===== src/fsha_pkg.sv =====
package fsha_pkg;

  localparam int          FSHA_AW        = 12;
  localparam int          FSHA_DW        = 32;

  // ==========================================================
  // Register offsets.
  localparam logic [11:0] FSHA_HANDLER   = 12'hd24;
  localparam logic [11:0] FSHA_FAULT     = 12'hd28;
  localparam logic [11:0] FSHA_MEM_VIEW  = 12'hd28;
  localparam logic [11:0] FSHA_BUS_VIEW  = 12'hd29;
  localparam logic [11:0] FSHA_USG_VIEW  = 12'hd2a;
  localparam logic [11:0] FSHA_MEM_ADDR  = 12'hd34;
  localparam logic [11:0] FSHA_BUS_ADDR  = 12'hd38;
  localparam logic [11:0] FSHA_INT_STAT  = 12'hd40;
  localparam logic [11:0] FSHA_INT_MASK  = 12'hd44;

  // ==========================================================
  // Handler state fields.
  localparam int          FSHA_SVC_BIT   = 7;
  localparam int          FSHA_USG_BIT   = 3;
  localparam int          FSHA_BUS_BIT   = 1;
  localparam int          FSHA_MEM_BIT   = 0;
  localparam int          FSHA_ACT_N     = 4;
  localparam logic [3:0]  FSHA_ACT_RESET = 4'h0;

  // ==========================================================
  // Fault status fields.
  localparam int          FSHA_USG_LSB   = 16;
  localparam int          FSHA_BUS_LSB   = 8;
  localparam int          FSHA_MEM_LSB   = 0;
  localparam int          FSHA_MEM_VALID = 7;
  localparam int          FSHA_BUS_VALID = 15;
  localparam logic [31:0] FSHA_FS_IMPL   = 32'h030f_bf9b;
  localparam logic [31:0] FSHA_FS_RESET  = 32'h0000_0000;
  localparam logic [31:0] FSHA_ADDR_RST  = 32'h0000_0000;

  // ==========================================================
  // Interrupt status fields.
  localparam int          FSHA_INT_N     = 3;
  localparam logic [2:0]  FSHA_INT_RESET = 3'h0;

endpackage : fsha_pkg


===== src/fsha_w1c_bank.sv =====
`timescale 1ns/1ns
`default_nettype none
module fsha_w1c_bank #(
  parameter int          WIDTH = 32,
  parameter logic [31:0] IMPL  = 32'hffff_ffff
) (
  input  wire logic             pclk,
  input  wire logic             presetn,
  input  wire logic [WIDTH-1:0] set_bits,
  input  wire logic [WIDTH-1:0] clr_bits,
  output var  logic [WIDTH-1:0] flags_q
);
  import fsha_pkg::*;

  wire [WIDTH-1:0] flags_d;

  // The bit loop below and the IMPL mask serve at most one word.
  if (WIDTH < 1 || WIDTH > 32) begin : g_bad_width
    $error("fsha_w1c_bank: WIDTH must lie in 1..32");
  end

  // ==========================================================
  // Sticky bits: a set in the clearing cycle wins over the clear.
  genvar g;
  generate
    for (g = 0; g < WIDTH; g++) begin : g_bit
      if (IMPL[g]) begin : g_impl
        assign flags_d[g] = set_bits[g] | (flags_q[g] & ~clr_bits[g]);
      end else begin : g_resv
        assign flags_d[g] = 1'b0;
      end
    end
  endgenerate

  // One process owns the whole flag word; unused bits stay at zero.
  always_ff @(posedge pclk or negedge presetn) begin
    if (!presetn) begin
      flags_q <= '0;
    end else begin
      flags_q <= flags_d;
    end
  end
endmodule // fsha_w1c_bank
`default_nettype wire


===== src/fsha_top.sv =====
// The APB interface to the registers was left to the implementer.
`timescale 1ns/1ns
`default_nettype none
module fsha_top (
  input  wire logic                     pclk,
  input  wire logic                     presetn,
  input  wire logic                     psel,
  input  wire logic                     penable,
  input  wire logic                     pwrite,
  input  wire logic [fsha_pkg::FSHA_AW-1:0] paddr,
  input  wire logic [31:0]              pwdata,
  input  wire logic [3:0]               pstrb,
  input  wire logic [2:0]               pprot,
  output var  logic [31:0]              prdata,
  output var  logic                     pready,
  output var  logic                     pslverr,
  input  wire logic [31:0]              fault_set,
  input  wire logic                     mem_addr_capture,
  input  wire logic [31:0]              mem_addr_in,
  input  wire logic                     bus_addr_capture,
  input  wire logic [31:0]              bus_addr_in,
  input  wire logic [3:0]               active_set,
  input  wire logic [3:0]               active_clr,
  output var  logic [3:0]               handler_active,
  output var  logic                     irq
);
  import fsha_pkg::*;

  // ==========================================================
  // Bus phases: one wait state, effects at the completing edge.
  logic        pready_q;
  logic [31:0] prdata_q;
  logic        pslverr_q;
  logic [3:0]  act_q;
  logic [3:0]  act_d;
  logic [31:0] mem_addr_q;
  logic [31:0] bus_addr_q;
  logic [2:0]  imask_q;
  logic [31:0] fs_q;
  logic [2:0]  ist_q;
  logic        irq_q;

  wire         acc       = psel & penable;
  wire         acc_first = acc & ~pready_q;
  wire         done      = acc & pready_q;
  wire         priv      = pprot[0];
  wire [11:0]  word_addr = {paddr[11:2], 2'b00};

  wire         sel_hs    = (word_addr == FSHA_HANDLER);
  wire         sel_fs    = (word_addr == FSHA_FAULT);
  wire         sel_ma    = (word_addr == FSHA_MEM_ADDR);
  wire         sel_ba    = (word_addr == FSHA_BUS_ADDR);
  wire         sel_is    = (word_addr == FSHA_INT_STAT);
  wire         sel_im    = (word_addr == FSHA_INT_MASK);
  wire         sel_any   = sel_hs | sel_fs | sel_ma | sel_ba | sel_is | sel_im;
  // Fault views and their captured addresses refuse user-mode access.
  wire         needs_pv  = sel_fs | sel_ma | sel_ba;
  wire         refuse    = ~sel_any | (needs_pv & ~priv);
  wire         wr_ok     = done & pwrite & ~pslverr_q;

  // Byte lanes: the sub-word views of the fault word map onto pstrb.
  wire [31:0]  lane_mask = {{8{pstrb[3]}}, {8{pstrb[2]}},
                            {8{pstrb[1]}}, {8{pstrb[0]}}};

  // ==========================================================
  // Handler active bits: index 0 memory, 1 bus, 2 usage, 3 call.
  wire         hs_wr     = wr_ok & sel_hs & pstrb[0];
  wire [3:0]   hs_wbits  = {pwdata[FSHA_SVC_BIT], pwdata[FSHA_USG_BIT],
                            pwdata[FSHA_BUS_BIT], pwdata[FSHA_MEM_BIT]};
  wire [3:0]   act_sw    = hs_wr ? hs_wbits : act_q;

  always_comb begin
    act_d = (act_sw & ~active_clr) | active_set;
  end

  wire [31:0]  hs_rd;
  assign hs_rd = {24'h00_0000, act_q[3], 3'h0, act_q[2], 1'b0,
                  act_q[1], act_q[0]};

  // ==========================================================
  // Fault status word with its three views and valid flags.
  wire         fs_wr     = wr_ok & sel_fs;
  wire [31:0]  fs_clr    = fs_wr ? (pwdata & lane_mask) : 32'h0;
  wire [31:0]  fs_valid  = ({31'h0, mem_addr_capture} << FSHA_MEM_VALID) |
                           ({31'h0, bus_addr_capture} << FSHA_BUS_VALID);
  wire [31:0]  fs_set    = (fault_set | fs_valid) & FSHA_FS_IMPL;

  fsha_w1c_bank #(
    .WIDTH (32),
    .IMPL  (FSHA_FS_IMPL)
  ) u_fault_bank (
    .pclk     (pclk),
    .presetn  (presetn),
    .set_bits (fs_set),
    .clr_bits (fs_clr),
    .flags_q  (fs_q)
  );

  wire [15:0]  usg_view  = fs_q[31:FSHA_USG_LSB];
  wire [7:0]   bus_view  = fs_q[FSHA_USG_LSB-1:FSHA_BUS_LSB];
  wire [7:0]   mem_view  = fs_q[FSHA_BUS_LSB-1:FSHA_MEM_LSB];
  wire [31:0]  fs_rd     = {usg_view, bus_view, mem_view};

  // ==========================================================
  // Interrupt status: one sticky bit per view gaining a new cause.
  wire [2:0]   int_ev    = {|fs_set[31:16], |fs_set[15:8], |fs_set[7:0]};
  wire [2:0]   int_clr   = (wr_ok & sel_is & pstrb[0]) ? pwdata[2:0] : 3'h0;

  fsha_w1c_bank #(
    .WIDTH (FSHA_INT_N),
    .IMPL  (32'h0000_0007)
  ) u_int_bank (
    .pclk     (pclk),
    .presetn  (presetn),
    .set_bits (int_ev),
    .clr_bits (int_clr),
    .flags_q  (ist_q)
  );

  // ==========================================================
  // Read data selection.
  wire [31:0]  rd_mux =
      sel_hs ? hs_rd :
      sel_fs ? fs_rd :
      sel_ma ? mem_addr_q :
      sel_ba ? bus_addr_q :
      sel_is ? {29'h0, ist_q} :
      sel_im ? {29'h0, imask_q} : 32'h0;

  // ==========================================================
  // Registers.
  always_ff @(posedge pclk or negedge presetn) begin
    if (!presetn) begin
      pready_q  <= 1'b0;
      pslverr_q <= 1'b0;
      prdata_q  <= 32'h0000_0000;
    end else begin
      pready_q  <= acc_first;
      pslverr_q <= acc_first & refuse;
      if (acc_first) begin
        prdata_q <= (refuse | pwrite) ? 32'h0000_0000 : rd_mux;
      end
    end
  end

  always_ff @(posedge pclk or negedge presetn) begin
    if (!presetn) begin
      act_q <= FSHA_ACT_RESET;
    end else begin
      act_q <= act_d;
    end
  end

  // Captures overwrite freely; a later fault replaces the address.
  always_ff @(posedge pclk or negedge presetn) begin
    if (!presetn) begin
      mem_addr_q <= FSHA_ADDR_RST;
      bus_addr_q <= FSHA_ADDR_RST;
    end else begin
      if (mem_addr_capture) begin
        mem_addr_q <= mem_addr_in;
      end
      if (bus_addr_capture) begin
        bus_addr_q <= bus_addr_in;
      end
    end
  end

  always_ff @(posedge pclk or negedge presetn) begin
    if (!presetn) begin
      imask_q <= FSHA_INT_RESET;
      irq_q   <= 1'b0;
    end else begin
      if (wr_ok & sel_im & pstrb[0]) begin
        imask_q <= pwdata[2:0];
      end
      irq_q <= |(ist_q & imask_q);
    end
  end

  assign pready         = pready_q;
  assign pslverr        = pslverr_q;
  assign prdata         = prdata_q;
  assign handler_active = act_q;
  assign irq            = irq_q;
endmodule // fsha_top
`default_nettype wire


===== config.mk =====
export PLATFORM = sky130hd
export DESIGN_NAME = fsha_top
export DESIGN_NICKNAME = d
export VERILOG_FILES = /design/src/fsha_pkg.sv /design/src/fsha_w1c_bank.sv /design/src/fsha_top.sv
export SDC_FILE = /design/constraint.sdc
export NUM_CORES = 1
export LEC_CHECK = 0
export ABC_AREA = 1
export BUFFER_PORTS_ARGS = -buffer_cell sky130_fd_sc_hd__buf_2
export CORE_MARGIN = 5
export CORE_UTILIZATION = 25
export DETAILED_ROUTE_END_ITERATION = 7
export GPL_ROUTABILITY_DRIVEN = 1
export HOLD_SLACK_MARGIN = 0.15
export PLACE_DENSITY = 0.56
export SYNTH_ARGS = -nofsm -noshare
export SYNTH_HDL_FRONTEND = slang
export SYNTH_SLANG_ARGS = --single-unit

===== constraint.sdc =====
create_clock -name pclk -period 4.15 [get_ports pclk]
set_input_delay 0.83 -clock pclk [delete_from_list [all_inputs] [get_ports pclk]]
set_output_delay 0.83 -clock pclk [all_outputs]
set_load 0.01 [all_outputs]

==> flow_summary.ini <==
[timing]
timing.final.ws_setup_ns = 1.83
period_needed_ns = 2.32
finClkSkew_ns = 0.00986
worst_pin_slew_ns = 0.961
tns_ns = 0
finalHoldViolations = 0
maxSlewHeadroom = 0.359
whs_ns = 0.469
finalSetupViolCount = 0
slew_violations = 0
post-route-period-util = 0.558
rsz0062_at_grt = false
fmax_mhz = 432

[synth]
synth_top_cells_by_count = nand2_1 (212), dfrtp_1 (127), nand3_1 (64), inv_1 (53), o21ai_0 (51)
syn_area_mm2 = 0.00596
ys_async_sr_fraction = 1.00
yosysSeqAreaShare = 0.533
synth_top_cell_area_share = 0.533
synth_fp_nets = 847
synth.most_common_cell = nand2_1
synth_top_flop_cell = dfrtp_1
synthCells = 685
yosysWarnings = 0
ys_seq_elements = 127
synth_edf_count = 0
synthDistinctLibCells = 32
yosys.area.top_type = dfrtp_1
ys_top_cells_by_area = dfrtp_1 (53%), nand2_1 (13%), nand3_1 (5.4%), mux2_2 (4.5%), o21ai_0 (4.3%)
syn_area_per_cell_um2 = 8.70

[run]
maxCapViolCount = 0

[min_path]
worstHoldPathCells = 2
hp-start = mem_addr_q[6]$_DFFE_PN0P_
hp-class = register to register

[worst_setup_path]
cp_data_arrival_time_ns = 2.64
r2r_cells = 7
crit_type = primary input to register
endpoint_kind = register
critPathLaunch = paddr[3]
crit_slowest_cell = inv_2
start_kind = primary input
cp_max_fo = 28
path_cells = buf_2 -> inv_1 -> nand2_1 -> nor2_4 -> nand3_4 -> inv_2 -> nand2_1 -> nand3_1 -> o21ai_0 -> o21ai_0
cp_slowest_stage_delay_ns = 0.43
crit_required_ns = 4.48
r2r_start = pready$_DFF_PN0_

[die]
start_util = 0.254
die_h_um = 164
fp-row-count = 56
die_area_mm2 = 0.0270
num_io_pins = 201
die_x_um = 164
coreArea_mm2 = 0.0235

[pwr]
power_uw = 3120
vdd_drop_max_uv = 176
power_density_mw_per_mm2 = 404
leakagePower_uw = 0.00386

[cts]
cts_root_buffer = clkbuf_16
clock_path_buffers = 2
cts_made_buffers = 17
cts.sinks = 127
ctsResizeCount = 0
clk_latency_ns = 0.41
htreeDepth = 4
path_clk_slew_ns = 0.06
cts_tree = done
hold_buffers = 0
post_cts_buffers = 0

[grt]
track_usage = 0.142
grt_max_degree = 102
grt_pass1_vias = 5256
antenna_found_initial = 3
gr-total-overflow = 0
grt_pass1_wl_um = 29200

[layout]
nets = 1012
finalNonFillerCells = 1185
area_growth_pct = 29.5
drive_gt1_frac = 0.304

[place]
dpl.cell_count = 1150
numPortBuffers = 169
dp_hpwl_um = 14000
gp_congestion = 0.830
place_ws_ns = 1.35

[detailed_routing]
wl_per_cell_um = 16.0
drt_first_pass_iters = 4
vias = 5167
via_per_inst = 4.36
totalWireLength_um = 19000
drt_iter0_drc = 215
ant_nets = 0
drc = 0

[status]
status = completed
-- stage by stage --
| step | util | instance area [um^2] |
|---|---|---|
| floorplan | - | 5960 |
| global route | 0.329 | 7720 |
| global placement | 0.302 | 7100 |
| finish | 0.329 | 7720 |
| detailed placement | 0.302 | 7100 |
| CTS | 0.329 | 7710 |
-- logic make-up (layout without fill, tap and decap cells) --
logic type | Yosys count | in the layout | synth area share
AO/OA/AOI/OAI | 106 | 106 | 0.0980
buffers and inverters | 87 | 265 | 0.0626
flip-flops | 127 | 127 | 0.533
multiplexers | 24 | 24 | 0.0453
other | 0 | 3 | 0
AND/OR/NAND/NOR | 341 | 341 | 0.261
-- report_power, final --
group | switching [uW] | internal (uW)
Sequential | 29.4 | 1300
Combinational | 138 | 96.3
Clock | 601 | 955
-- per-layer routing --
| metal | track usage | part of all wire | vias up |
|---|---|---|---|
| met5 | 0 | 0 | - |
| met4 | 0.0503 | 0.021 | 0 |
| met3 | 0.0317 | 0.045 | 19 |
| met2 | 0.229 | 0.48 | 113 |
| met1 | 0.188 | 0.46 | 2459 |
| li1 | - | - | 2576 |
-- layout make-up --
class | count | area (um^2)
antenna | 3 | 7.51
clock buffer | 17 | 425
clock inverter | 15 | 188
fill | 2528 | 15800
inverter | 60 | 231
multi-input combinational | 471 | 2410
sequential | 127 | 3180
tap | 319 | 399
timing repair buffer | 173 | 882
-- critical path, delay by kind of cell --
family | cells | cell delay [ns]
AND/OR/NAND/NOR | 5 | 0.87
buffers and inverters | 3 | 0.64
AO/OA/AOI/OAI | 2 | 0.27
-- flip-flops by register name (all words and copies together), names as in the netlist --
name	cells
bus_addr_q	32
mem_addr_q	32
prdata	32
u_fault_bank.flags_q	18
handler_active	4
imask_q	3
u_int_bank.flags_q	3
irq	1
pready	1
pslverr	1
-- placed cells by master, fill, tap and decap left out, types with 2 or more instances in the layout --
| master | n |
|---|---|
| nand2_1 | 212 |
| buf_2 | 168 |
| dfrtp_1 | 127 |
| nand3_1 | 64 |
| inv_1 | 53 |
| o21ai_0 | 51 |
| nor2_1 | 30 |
| mux2_2 | 24 |
| a21oi_1 | 19 |
| clkbuf_16 | 17 |
| a21o_1 | 13 |
| o21ai_1 | 11 |
| clkinv_4 | 8 |
| o22ai_1 | 7 |
| nand4_1 | 6 |
| inv_2 | 5 |
| nor2_4 | 5 |
| nand2_2 | 5 |
| nand3_2 | 5 |
| buf_4 | 4 |
| diode_2 | 3 |
| nor2_2 | 3 |
| o31ai_1 | 3 |
| nor4_1 | 3 |
| clkinv_2 | 3 |
| inv_6 | 3 |
| bufinv_16 | 3 |
| nand3_4 | 2 |
| nand2_4 | 2 |
| o21bai_1 | 2 |
-- worst paths after layout --
path                                                           end  slack (ns)
worst min-delay path                     mem_addr_q[6]$_DFFE_PN0P_        0.47
worst max register to register               prdata[2]$_DFFE_PN0P_        2.10
min in group asynchronous       u_fault_bank.flags_q[11]$_DFF_PN0_        0.51
worst max-delay path                        prdata[25]$_DFFE_PN0P_        1.83
max in group asynchronous        u_fault_bank.flags_q[3]$_DFF_PN0_        2.81
worst min register to register           mem_addr_q[6]$_DFFE_PN0P_        0.47
No activity file was read; power rests on OpenSTA's default activity.
